## config.mk

```make
export PLATFORM = sky130hd
export DESIGN_NAME = rap_top
export DESIGN_NICKNAME = d
export VERILOG_FILES = /design/src/design/rap_pin_sync.v /design/src/design/rap_top.v
export VERILOG_INCLUDE_DIRS = /design/src /design/src/design
export SDC_FILE = /design/constraint.sdc
export NUM_CORES = 1
export LEC_CHECK = 0
export BUFFER_PORTS_ARGS = -buffer_cell sky130_fd_sc_hd__buf_2
export CAP_MARGIN = 20
export CORE_ASPECT_RATIO = 1.4
export CORE_MARGIN = 1.5
export CORE_UTILIZATION = 50
export CTS_CLUSTER_DIAMETER = 200
export CTS_CLUSTER_SIZE = 14
export DETAILED_ROUTE_END_ITERATION = 10
export GPL_TIMING_DRIVEN = 1
export MAX_ROUTING_LAYER = met4
export PLACE_DENSITY = 0.78
export SLEW_MARGIN = 5
export SYNTH_ARGS = -nofsm -noshare
export SYNTH_HDL_FRONTEND = slang
export SYNTH_SLANG_ARGS = --single-unit
```

## constraint.sdc

```tcl
create_clock -name clk -period 2.7 [get_ports clk]
set_input_delay 0.54 -clock clk [delete_from_list [all_inputs] [get_ports clk]]
set_output_delay 0.54 -clock clk [all_outputs]
set_load 0.01 [all_outputs]
```

## src/design/rap_regs.vh

```
`ifndef RAP_REGS_VH
`define RAP_REGS_VH

// register offsets (byte addresses)
`define RAP_ADDR_CTRL     8'h00
`define RAP_ADDR_POL      8'h04
`define RAP_ADDR_FUNC     8'h08
`define RAP_ADDR_STATE    8'h0C
`define RAP_ADDR_INT_STAT 8'h10
`define RAP_ADDR_INT_MASK 8'h14

// operating modes in ctrl[1:0]
`define RAP_MODE_ANALOG   2'h0
`define RAP_MODE_DIGITAL  2'h1
`define RAP_MODE_MIXED    2'h2

// pin function codes, four bits per pin in the function register
`define RAP_FN_NONE       4'h0
`define RAP_FN_TX_KEY     4'h1
`define RAP_FN_MONITOR    4'h2
`define RAP_FN_KNOCKDOWN  4'h3
`define RAP_FN_SQ_DET     4'h4
`define RAP_FN_TONE_DET   4'h5
`define RAP_FN_ANT_RELAY  4'h6

// state and interrupt bit positions
`define RAP_BIT_TX_KEY    0
`define RAP_BIT_MONITOR   1
`define RAP_BIT_KNOCKDOWN 2
`define RAP_BIT_SQ_DET    3
`define RAP_BIT_TONE_DET  4
`define RAP_BIT_RELAY     5
`define RAP_BIT_ALERT     6
`define RAP_NUM_EVENTS    7

// reset values
`define RAP_RST_CTRL      2'h0
`define RAP_RST_MASK      7'h00

`endif

```

## src/design/rap_pin_sync.v

```verilog
`timescale 1ns/1ps
`default_nettype none

// two-stage synchroniser per pin, then polarity applied to the clean level
module rap_pin_sync #(
    parameter NPINS = 8
) (
    // clock and reset
    input  wire             clk,
    input  wire             resetn,
    // raw pins and polarity (1 = active low)
    input  wire [NPINS-1:0] pin_raw,
    input  wire [NPINS-1:0] pol_low,
    // asserted level per pin
    output wire [NPINS-1:0] pin_active
);

    reg [NPINS-1:0] meta_reg;   // first stage, read only by the second
    reg [NPINS-1:0] sync_reg;   // second stage, safe to use

    // double flop crossing of the asynchronous pins
    always @(posedge clk or negedge resetn) begin
        if (!resetn) begin
            meta_reg <= {NPINS{1'b0}};
            sync_reg <= {NPINS{1'b0}};
        end else begin
            meta_reg <= pin_raw;
            sync_reg <= meta_reg;
        end
    end

    // active-low pins are inverted after the crossing
    assign pin_active = sync_reg ^ pol_low;

endmodule // rap_pin_sync

`default_nettype wire

```

## src/design/rap_top.v

```verilog
`timescale 1ns/1ps
`default_nettype none
`include "rap_regs.vh"

// programmable accessory pin logic of a repeater rear connector
module rap_top #(
    parameter NPINS = 8
) (
    // clock and reset
    input  wire             clk,
    input  wire             resetn,
    // register port
    input  wire [7:0]       reg_addr,
    input  wire [31:0]      reg_wdata,
    input  wire             reg_wr,
    input  wire             reg_rd,
    output reg  [31:0]      reg_rdata,
    // interrupt
    output wire             irq,
    // accessory pins
    input  wire [NPINS-1:0] pin_in,
    output reg  [NPINS-1:0] pin_out,
    output reg  [NPINS-1:0] pin_oe,
    // radio core status, same clock
    input  wire             squelch_det,
    input  wire             tone_det,
    input  wire             digital_call_active,
    input  wire             station_id_tx,
    input  wire             channel_busy,
    input  wire             digital_activity,
    input  wire             rf_carrier,
    input  wire             qualified_rf,
    input  wire             digital_tx_active,
    input  wire             tx_state,
    // radio core controls
    output reg              busy_alert_tone,
    output reg              carrier_squelch_sel,
    output reg              rx_audio_enable,
    output reg              speaker_unmute,
    output reg              repeat_path_disabled,
    output reg              tx_key_request,
    output reg              tx_audio_from_pin
);

    localparam NEV = `RAP_NUM_EVENTS;

    // software-visible configuration and block state
    // the first six registers below sit in flip-flops and clear on reset,
    // so after reset no pin carries a function and all pins are active high;
    // nothing is driven onto the connector until software assigns an output
    // function to a pin, which keeps a freshly reset unit from fighting an
    // accessory that is already driving the same line.
    // status and mask share one layout with the state register, so a
    // single bit index names one condition everywhere
    reg  [1:0]         ctrl_reg;      // operating mode
    reg  [NPINS-1:0]   pol_reg;       // per pin polarity, 1 = active low
    reg  [4*NPINS-1:0] func_reg;      // per pin function code
    reg  [NEV-1:0]     int_stat_reg;  // sticky event bits
    reg  [NEV-1:0]     int_mask_reg;  // interrupt enables
    reg  [NEV-1:0]     state_reg;     // registered block state
    reg  [NEV-1:0]     int_stat_next;
    reg  [31:0]        rdata_next;
    reg  [NPINS-1:0]   out_next;
    reg  [NPINS-1:0]   oe_next;

    // decoded conditions, all on the single block clock
    // input functions are gathered from the synchronised pin levels only,
    // never from the raw pins, so each one sees a clean level change.
    // core status inputs come from logic on this clock and need no crossing.
    // output conditions are formed here and registered at the pin drivers,
    // which keeps the connector free of glitches from the decode.
    // several pins may share one input function; their levels are ORed
    // so either of two keying accessories can key the transmitter
    wire [NPINS-1:0]   pin_active;    // synchronised, polarity applied
    wire [NEV-1:0]     state_next;
    wire [NEV-1:0]     events;
    wire               mixed;
    wire               analog;
    wire               tx_key;
    wire               monitor;
    wire               knock;
    wire               knock_eff;
    wire               sq_out;
    wire               tone_out;
    wire               relay;
    wire               alert;
    wire               clr_wr;
    integer            i;

    // true when any pin of the given function is asserted
    function any_func;
        input [NPINS-1:0]   act;
        input [4*NPINS-1:0] fn;
        input [3:0]         code;
        integer k;
        begin
            any_func = 1'b0;
            for (k = 0; k < NPINS; k = k + 1) begin
                if (fn[4*k +: 4] == code && act[k])
                    any_func = 1'b1;
            end
        end
    endfunction

    // true when the pin carries an output function
    function is_out_fn;
        input [3:0] code;
        begin
            is_out_fn = (code == `RAP_FN_SQ_DET) || (code == `RAP_FN_TONE_DET) ||
                        (code == `RAP_FN_ANT_RELAY);
        end
    endfunction

    // input crossing and polarity
    rap_pin_sync #(
        .NPINS      (NPINS)
    ) u_sync (
        .clk        (clk),
        .resetn     (resetn),
        .pin_raw    (pin_in),
        .pol_low    (pol_reg),
        .pin_active (pin_active)
    );

    // mode decode
    assign mixed  = (ctrl_reg == `RAP_MODE_MIXED);
    assign analog = (ctrl_reg == `RAP_MODE_ANALOG);

    // input functions gathered from whichever pins carry them
    assign tx_key  = any_func(pin_active, func_reg, `RAP_FN_TX_KEY);
    assign monitor = any_func(pin_active, func_reg, `RAP_FN_MONITOR);
    assign knock   = any_func(pin_active, func_reg, `RAP_FN_KNOCKDOWN);

    // knockdown handling
    // a knockdown that arrives during a digital transmission in mixed mode
    // has no effect until that transmission ends; the raw knockdown level
    // is still tracked, so the mode is entered as soon as the core reports
    // the digital transmission over, with no need to re-assert the pin.
    // outside mixed mode the gate is open and the pin acts at once
    // knockdown is held off while a digital transmission runs in mixed mode
    assign knock_eff = knock & ~(mixed & digital_tx_active);

    // busy alert in mixed mode on keying into a busy channel or monitoring digital traffic
    assign alert = mixed & ((tx_key & channel_busy) |
                            (monitor & digital_activity));

    // squelch detect, widened in mixed mode
    assign sq_out = squelch_det |
                    (mixed & (digital_call_active | station_id_tx));

    // tone code detect, widened in mixed mode
    assign tone_out = tone_det |
                      (mixed & (digital_call_active | station_id_tx));

    // antenna relay only in analog mode
    assign relay = tx_state & analog;

    // state vector, also the event sources
    assign state_next[`RAP_BIT_TX_KEY]    = tx_key;
    assign state_next[`RAP_BIT_MONITOR]   = monitor;
    assign state_next[`RAP_BIT_KNOCKDOWN] = knock_eff;
    assign state_next[`RAP_BIT_SQ_DET]    = sq_out;
    assign state_next[`RAP_BIT_TONE_DET]  = tone_out;
    assign state_next[`RAP_BIT_RELAY]     = relay;
    assign state_next[`RAP_BIT_ALERT]     = alert;

    // event detection
    // both edges of every state bit raise its status bit, so software learns
    // of an accessory releasing a pin as well as asserting it.
    // the state register resets to all zero, matching an idle connector with
    // no functions assigned, so no false event follows reset.
    // a change of configuration that alters a decoded condition counts too
    // any change of a state bit is an event
    assign events = state_next ^ state_reg;

    // write-one-to-clear strobe for the status register
    assign clr_wr = reg_wr && (reg_addr == `RAP_ADDR_INT_STAT);

    // sticky status: a new event wins over a clear in the same cycle
    always @* begin
        int_stat_next = (int_stat_reg & ~(clr_wr ? reg_wdata[NEV-1:0] : {NEV{1'b0}}))
                        | events;
    end

    // level interrupt while an unmasked status bit is set
    assign irq = |(int_stat_reg & int_mask_reg);

    // output pin drive
    // only pins with an output function are enabled; input and unused pins
    // stay released so the accessory side owns them.
    // the polarity bit inverts the logical level on the way out, so an
    // active-low output idles high while its condition is false.
    // an unknown code on an enabled pin falls back to the inactive level
    // pin output drive from function and polarity
    always @* begin
        out_next = {NPINS{1'b0}};
        oe_next  = {NPINS{1'b0}};
        for (i = 0; i < NPINS; i = i + 1) begin
            if (is_out_fn(func_reg[4*i +: 4])) begin
                oe_next[i] = 1'b1;
                case (func_reg[4*i +: 4])
                    `RAP_FN_SQ_DET:    out_next[i] = sq_out ^ pol_reg[i];
                    `RAP_FN_TONE_DET:  out_next[i] = tone_out ^ pol_reg[i];
                    `RAP_FN_ANT_RELAY: out_next[i] = relay ^ pol_reg[i];
                    default:           out_next[i] = pol_reg[i];
                endcase
            end
        end
    end

    // read data mux, zero for unmapped addresses
    always @* begin
        rdata_next = 32'h0000_0000;
        case (reg_addr)
            `RAP_ADDR_CTRL: begin
                rdata_next[1:0] = ctrl_reg;
            end
            `RAP_ADDR_POL: begin
                rdata_next[NPINS-1:0] = pol_reg;
            end
            `RAP_ADDR_FUNC: begin
                rdata_next[4*NPINS-1:0] = func_reg;
            end
            `RAP_ADDR_STATE: begin
                rdata_next[NEV-1:0]       = state_reg;
                rdata_next[8 +: NPINS]    = pin_active;
            end
            `RAP_ADDR_INT_STAT: begin
                rdata_next[NEV-1:0] = int_stat_reg;
            end
            `RAP_ADDR_INT_MASK: begin
                rdata_next[NEV-1:0] = int_mask_reg;
            end
            default: begin
                rdata_next = 32'h0000_0000;
            end
        endcase
    end

    // register writes
    // a write takes effect at the edge that samples the strobe, so a read
    // issued right after it already returns the new value.
    // writes to the read-only state register or to unmapped offsets are
    // dropped without effect; the status register is cleared elsewhere,
    // where the set-wins rule against new events is applied.
    // changing a function code moves a role between pins at once; software
    // should set polarity first so a new output does not glitch active
    // configuration registers written by software
    always @(posedge clk or negedge resetn) begin
        if (!resetn) begin
            ctrl_reg     <= `RAP_RST_CTRL;
            pol_reg      <= {NPINS{1'b0}};
            func_reg     <= {4*NPINS{1'b0}};
            int_mask_reg <= `RAP_RST_MASK;
        end else if (reg_wr) begin
            case (reg_addr)
                `RAP_ADDR_CTRL: begin
                    ctrl_reg <= reg_wdata[1:0];
                end
                `RAP_ADDR_POL: begin
                    pol_reg <= reg_wdata[NPINS-1:0];
                end
                `RAP_ADDR_FUNC: begin
                    func_reg <= reg_wdata[4*NPINS-1:0];
                end
                `RAP_ADDR_INT_MASK: begin
                    int_mask_reg <= reg_wdata[NEV-1:0];
                end
                default: begin
                    ctrl_reg <= ctrl_reg;
                end
            endcase
        end
    end

    // read data stands in the cycle after the read strobe only
    always @(posedge clk or negedge resetn) begin
        if (!resetn) begin
            reg_rdata <= 32'h0000_0000;
        end else if (reg_rd) begin
            reg_rdata <= rdata_next;
        end else begin
            reg_rdata <= 32'h0000_0000;
        end
    end

    // state and sticky status
    always @(posedge clk or negedge resetn) begin
        if (!resetn) begin
            state_reg    <= {NEV{1'b0}};
            int_stat_reg <= {NEV{1'b0}};
        end else begin
            state_reg    <= state_next;
            int_stat_reg <= int_stat_next;
        end
    end

    // accessory pin drivers
    always @(posedge clk or negedge resetn) begin
        if (!resetn) begin
            pin_out <= {NPINS{1'b0}};
            pin_oe  <= {NPINS{1'b0}};
        end else begin
            pin_out <= out_next;
            pin_oe  <= oe_next;
        end
    end

    // radio core controls
    // all controls are registered, one edge after the decoded condition,
    // so a pin change reaches the core three edges after it appears.
    // the receive audio line and the speaker share one unmute condition;
    // they never differ, since both follow the same monitor decision.
    // in knockdown the repeat path cannot key the transmitter, but the
    // external key still does, and transmit audio is taken from the pin.
    // on release the qualified carrier keys again with no extra delay.
    // the alert tone is a level for as long as its cause stands; the core
    // decides how the tone itself is shaped on the speaker and audio lines
    // controls toward the radio core
    always @(posedge clk or negedge resetn) begin
        if (!resetn) begin
            busy_alert_tone      <= 1'b0;
            carrier_squelch_sel  <= 1'b0;
            rx_audio_enable      <= 1'b0;
            speaker_unmute       <= 1'b0;
            repeat_path_disabled <= 1'b0;
            tx_key_request       <= 1'b0;
            tx_audio_from_pin    <= 1'b0;
        end else begin
            busy_alert_tone     <= alert;
            carrier_squelch_sel <= monitor;
            // digital traffic in mixed mode never unmutes the audio
            rx_audio_enable     <= monitor & rf_carrier &
                                   ~(mixed & digital_activity);
            speaker_unmute      <= monitor & rf_carrier &
                                   ~(mixed & digital_activity);
            repeat_path_disabled <= knock_eff;
            // in knockdown only the external key may key the transmitter
            tx_key_request      <= tx_key | (~knock_eff & qualified_rf);
            tx_audio_from_pin   <= knock_eff;
        end
    end

endmodule // rap_top

`default_nettype wire

```

==> impl_metrics.csv, run 1 <==
group,metric,value,unit
run_status,outcome,"finished, final reports clean",
clocking,cts_made_buffers,17,
sta,maxSlewViolCount,0,
sta,skew,6.96,ps
synthesis,synthFlopType,"dfrtp_1",
synthesis,syn_nets,513,
sta,timing.fmax,440,MHz
synthesis,synthTopCellsByCount,"129 x dfrtp_1, 30 x mux2_4, 26 x nand2_1",
power_and_ir_drop,seq_power_share,43.7,%
floorplan,ios,118,
cells_and_area,syn2layout_area_growth,24.6,%
place,dp_hpwl,10100,um
critical_path,slowest_delay,530,ps
clocking,cts_tree,"done",
synthesis,syn_inst,451,
cells_and_area,final_nets,640,
clocking,clkLatencyLatePin,420,ps
power_and_ir_drop,power.share.clock,48.4,%
power_and_ir_drop,p_leak,3.68,nW
floorplan,die_h,129,um
synthesis,async_reset_ff_share,100,%
synthesis,synth.most_common_cell,"dfrtp_1",
critical_path,path_cells,"buf_2 > or4_4 > or2_1 > nor2_4 > and3_1 > buf_4 > and2_1 > a32o_1",
drt,drtPass1Iterations,7,
sta,setup_viol,0,
sta,tightestPinTransition,667,ps
clocking,cts_resized,0,
critical_path,end_kind,"flop",
sta,final.setup.tns,0,ps
synthesis,synth_edf_count,0,
floorplan,initial_core_util,51.6,%
drt,drc_errors,0,
job,maxCapViolCount,0,
critical_path,startpoint_type,"input port",
min_path,min_path_type,"in2async",
power_and_ir_drop,p_int,3.70,mW
clocking,cts_hold_buf,0,
cells_and_area,utilization,64.3,%
synthesis,netlist.area_leader.share,57.3,%
clocking,clkSinkCount,129,
synthesis,ys_top_cells_by_area,"dfrtp_1 57%, mux2_4 8.0%, mux2_2 3.8%",
synthesis,syn_avg_cell_area,12.5,um2
drt,drt_iter0_drc,237,
place,place_inst,700,
grt,grt_usage,26.0,%
place,gp_congestion,0.900,
cells_and_area,drive_gt1_share,37.6,%
sta,max_slew_margin,55.1,%
drt,via_per_inst,5.66,
clocking,clkTransAtPathRegs,50,ps
floorplan,die_w,92.7,um
power_and_ir_drop,p_switching,1.11,mW
critical_path,cpMaxStageDelayCell,"or4_4",
clocking,clock-root-buffer,"clkbuf_16",
drt,vias,4145,
critical_path,critPathTopFamily,"simple AND/OR/NAND/NOR gates",
cells_and_area,layoutNonFillerInstCount,732,
sta,fin_crit_sh,84.1,%
grt,grt_max_degree,43,
power_and_ir_drop,p_comb_share,7.9,%
power_and_ir_drop,powerDensity,686,mW/mm2
cells_and_area,num-fill-cells,860,
power_and_ir_drop,sw_frac_of_total,23.1,%
cells_and_area,multiInputGateArea,0.00221,mm2
synthesis,synth_seq_cells,129,
floorplan,die_area,0.0119,mm2
drt,wire_per_inst,19.3,um
grt,grt_overflow,0,
place,port_buffers,117,
grt,antenna_found_initial,0,
clocking,postCtsSetupBuffers,0,
clocking,cts_max_level,4,
cells_and_area,insertedDiodeCount,0,
drt,wl,14200,um
synthesis,seq_area_frac_synth,57.3,%
synthesis,synth_cell_type_count,41,
clocking,cts_buffer_depth,2,
floorplan,fp-row-count,45,
synthesis,synth.cell_area,0.00563,mm2
drt,drtAntennaViolNets,0,
power_and_ir_drop,vdd_drop_max,0.000413,V
synthesis,ys_warn_count,0,
sta,finalHoldViolations,0,
grt,first_global_vias,4302,
floorplan,core-area,0.0109,mm2
critical_path,worstPathRequired,3050,ps
critical_path,cp_num_buf_inv,2,
critical_path,critPathMaxFanout,25,
synthesis,yosys.area.top_type,"dfrtp_1",
sta,period_minus_slack,2270,ps
cells_and_area,register_area,0.00323,mm2
critical_path,cp.arrival,2630,ps
grt,grt_pass1_wl,22200,um
sta,rsz0062_at_grt,"false",
critical_path,worstSetupPathType,"in2reg",
through the flow:
stage          hold WS, ps  worst slack, ps  total power [mW]  cell area [um2]
2_1_floorplan          244              285              2.32             5630
3_3_place_gp           334              135              2.50             6410
3_5_place_dp           341             21.4              2.51             6410
4_1_cts                113              451              4.84             7020
5_1_grt                141              332              4.98             7020
6_report               102              430              4.81             7020
final timing paths:
kind	end	slack [ps]	cells after the start	start
worst min-delay path	func_reg[17]$_DFFE_PN0P_	100	1	resetn
max in group asynchronous	pol_reg[4]$_DFFE_PN0P_	1840	2	resetn
worst max-delay path	reg_rdata[14]$_DFF_PN0_	430	8	reg_addr[7]
worst max register to register	pin_out[6]$_DFF_PN0_	710	7	ctrl_reg[0]$_DFFE_PN0P_
worst min register to register	u_sync.sync_reg[3]$_DFF_PN0_	350	0	u_sync.meta_reg[3]$_DFF_PN0_
min in group clk	u_sync.meta_reg[0]$_DFF_PN0_	220	1	pin_in[0]
layout by cell type (no fill, tap or decap), types with 11 or more instances in the layout:
cell,instances
and3_1,20
nand2_1,26
inv_1,11
dfrtp_1,129
buf_4,15
clkbuf_16,17
nand4_1,19
o21ai_0,12
xor2_1,16
nor2_1,18
buf_2,116
nand4b_1,11
mux2_4,30
a21oi_1,23
mux2_2,19
cell type report:
cell class	count	area share [%]
clock buffer	22	6.76
timing repair buffer	134	10.7
clock inverter	10	1.89
multi-input combinational	284	31.5
sequential	129	46.0
tap	141	2.51
inverter	12	0.642
routing by layer:
layer / track usage, % / share of wire (%)
met1: 29.8 / 39
met2: 42.3 / 51
met3: 5.14 / 4.9
met4: 14.9 / 4.2
met5: - / 0
cell families after synthesis:
family                 share of synthesized area, %
AO/OA/AOI/OAI                                  9.26
XOR/XNOR                                       3.42
buffers and inverters                          3.44
flip-flops                                     57.3
multiplexers                                   12.9
AND/OR/NAND/NOR                                13.7
power by group through the flow:
stage / Clock (mW) / Sequential [mW] / Combinational [mW]
2_1_floorplan: 0 / 2.11 / 0.212
3_3_place_gp: 0 / 2.13 / 0.369
3_5_place_dp: 0 / 2.13 / 0.380
4_1_cts: 2.35 / 2.10 / 0.385
5_1_grt: 2.45 / 2.11 / 0.423
6_report: 2.33 / 2.10 / 0.381
Power figures use the tool's default switching activity.
==> run 2: changes to the inputs <==
==> constraint.sdc (replaced) <==
create_clock -name clk -period 2.1 [get_ports clk]
set_input_delay 0.42 -clock clk [delete_from_list [all_inputs] [get_ports clk]]
set_output_delay 0.42 -clock clk [all_outputs]
set_load 0.01 [all_outputs]
==> run 2 against run 1 <==
Net effect:
- die area unchanged
- via count rose by 2.5%
- register-to-register slack worse by 650 ps
- first-iteration DRC count down 22%
- worst hold slack better by 5.5 ps
- clock power rose by 29%
- largest power group unchanged
- clock skew about the same
==> impl_metrics.csv, run 2 (same netlist as run 1, synthesis figures left out) <==
group,metric,value,unit
grt,top_usage_layer,"met2",
grt,grt_use_met2,46.5,%
cells_and_area,final_nets,655,
job,maxCapViolCount,0,
clocking,cts_made_buffers,17,
critical_path,path_cells,"or3b_2 > o21ai_0 > o21ai_0 > a21oi_1 > xor2_1 > and2_1",
clocking,postCtsSetupBuffers,0,
critical_path,worstPathRequired,2450,ps
cells_and_area,insertedDiodeCount,0,
grt,antenna_found_initial,0,
floorplan,core-area,0.0109,mm2
drt,wl,14600,um
clocking,clock-root-buffer,"clkbuf_16",
clocking,clkLatencyLatePin,420,ps
floorplan,die_h,129,um
drt,drtAntennaViolNets,0,
drt,via_per_inst,5.69,
sta,skew,6.79,ps
clocking,cts_max_level,4,
grt,use_met1,29.8,%
sta,setup_viol,0,
drt,vias,4249,
critical_path,cp.arrival,2390,ps
clocking,cts_tree,"done",
grt,met3_usage,6.15,%
sta,max_slew_margin,69.2,%
critical_path,worstSetupPathType,"reg2reg",
floorplan,ios,118,
power_and_ir_drop,p_leak,3.76,nW
sta,fin_crit_sh,97.2,%
critical_path,crit_top_cell,"o21ai_0",
min_path,min_path_type,"in2reg",
floorplan,die_w,92.7,um
drt,drc_errors,0,
power_and_ir_drop,powerDensity,869,mW/mm2
cells_and_area,final_cell_mix,"129 x dfrtp_1, 116 x buf_2, 30 x mux2_4",
critical_path,cpMaxStageDelayCell,"or3b_2",
run_status,outcome,"finished, final reports clean",
place,place_inst,714,
sta,period_minus_slack,2040,ps
clocking,clkTransAtPathRegs,60,ps
sta,finalHoldViolations,0,
place,port_buffers,117,
cells_and_area,drive_gt1_share,39.6,%
cells_and_area,utilization,65.6,%
cells_and_area,final_common_cell,"dfrtp_1",
sta,timing.fmax,490,MHz
critical_path,slowest_delay,610,ps
floorplan,fp-row-count,45,
place,gp_congestion,0.853,
critical_path,end_kind,"flop",
drt,drt_iter0_drc,186,
drt,wire_per_inst,19.6,um
place,dp_hpwl,10600,um
cells_and_area,final_area,0.00717,mm2
critical_path,startpoint_type,"flop",
critical_path,critPathTopFamily,"simple AND/OR/NAND/NOR gates",
critical_path,cp_num_buf_inv,0,
cells_and_area,layoutNonFillerInstCount,747,
place,placement.cell_area,0.00655,mm2
grt,first_global_vias,4470,
sta,tightestPinTransition,461,ps
sta,maxSlewViolCount,0,
critical_path,critPathMaxFanout,6,
grt,grt_pass1_wl,23200,um
sta,whs,108,ps
floorplan,die_area,0.0119,mm2
floorplan,initial_core_util,51.6,%
power_and_ir_drop,vdd_drop_max,0.000507,V
cells_and_area,syn2layout_area_growth,27.3,%
drt,drtPass1Iterations,5,
sta,rsz0062_at_grt,"false",
grt,grt_overflow,0,
grt,grt_max_degree,54,
clocking,clkSinkCount,129,
cells_and_area,num-fill-cells,809,
grt,grt_usage,26.9,%
clocking,cts_buffer_depth,2,
==> run 2: cell type report <==
class	instances	area (um2)	area share, %
flip-flops and latches	129	3230	45.0
clock inverters	15	185	2.58
multi-input cells	284	2210	30.9
repair buffers	149	893	12.5
well taps	141	176	2.46
inverters	12	45.0	0.628
clock buffers	17	425	5.94
==> run 2: path summary, 6_finish.rpt <==
check | from | to | slack (ps) | cells after the start
setup reg to reg | ctrl_reg[0]$_DFFE_PN0P_ | pin_out[5]$_DFF_PN0_ | 60 | 6
hold / removal | pin_in[2] | u_sync.meta_reg[2]$_DFF_PN0_ | 110 | 1
setup / recovery | ctrl_reg[0]$_DFFE_PN0P_ | pin_out[5]$_DFF_PN0_ | 60 | 6
hold reg to reg | u_sync.meta_reg[7]$_DFF_PN0_ | u_sync.sync_reg[7]$_DFF_PN0_ | 350 | 0
min in group asynchronous | resetn | pin_out[4]$_DFF_PN0_ | 470 | 2
max in group asynchronous | resetn | pin_oe[6]$_DFF_PN0_ | 1040 | 3
==> run 2: per-stage QoR <==
step                power, mW  setup slack [ps]  setup TNS (ps)
global route             6.45              20.1               0
CTS                      6.26               118               0
floorplan                2.98              -189           -7850
global placement         3.24              -237          -13890
finish                   6.23              58.8               0
detailed placement       3.26              -305          -17150
==> run 2: report_power, final <==
group          switching (mW)  internal (mW)  leakage [nW]  total [mW]
clock network            1.12           1.88         0.294        3.00
registers               0.111           2.59          1.72        2.70
logic                   0.290          0.233          1.75       0.523
total                    1.52           4.70          3.76        6.23
==> run 2: repair_timing <==
action,4_1_cts,5_1_grt
hold endpoints to repair,26,0
hold buffers,1,0
setup endpoints to repair,0,1
resized for setup,0,1
==> run 2: metal layers <==
metal / vias to the layer above / share of wire, %
met1: 2124 / 39
met3: 35 / 4.7
met4: 0 / 3.1
met5: - / 0
li1: 1921 / -
met2: 169 / 54
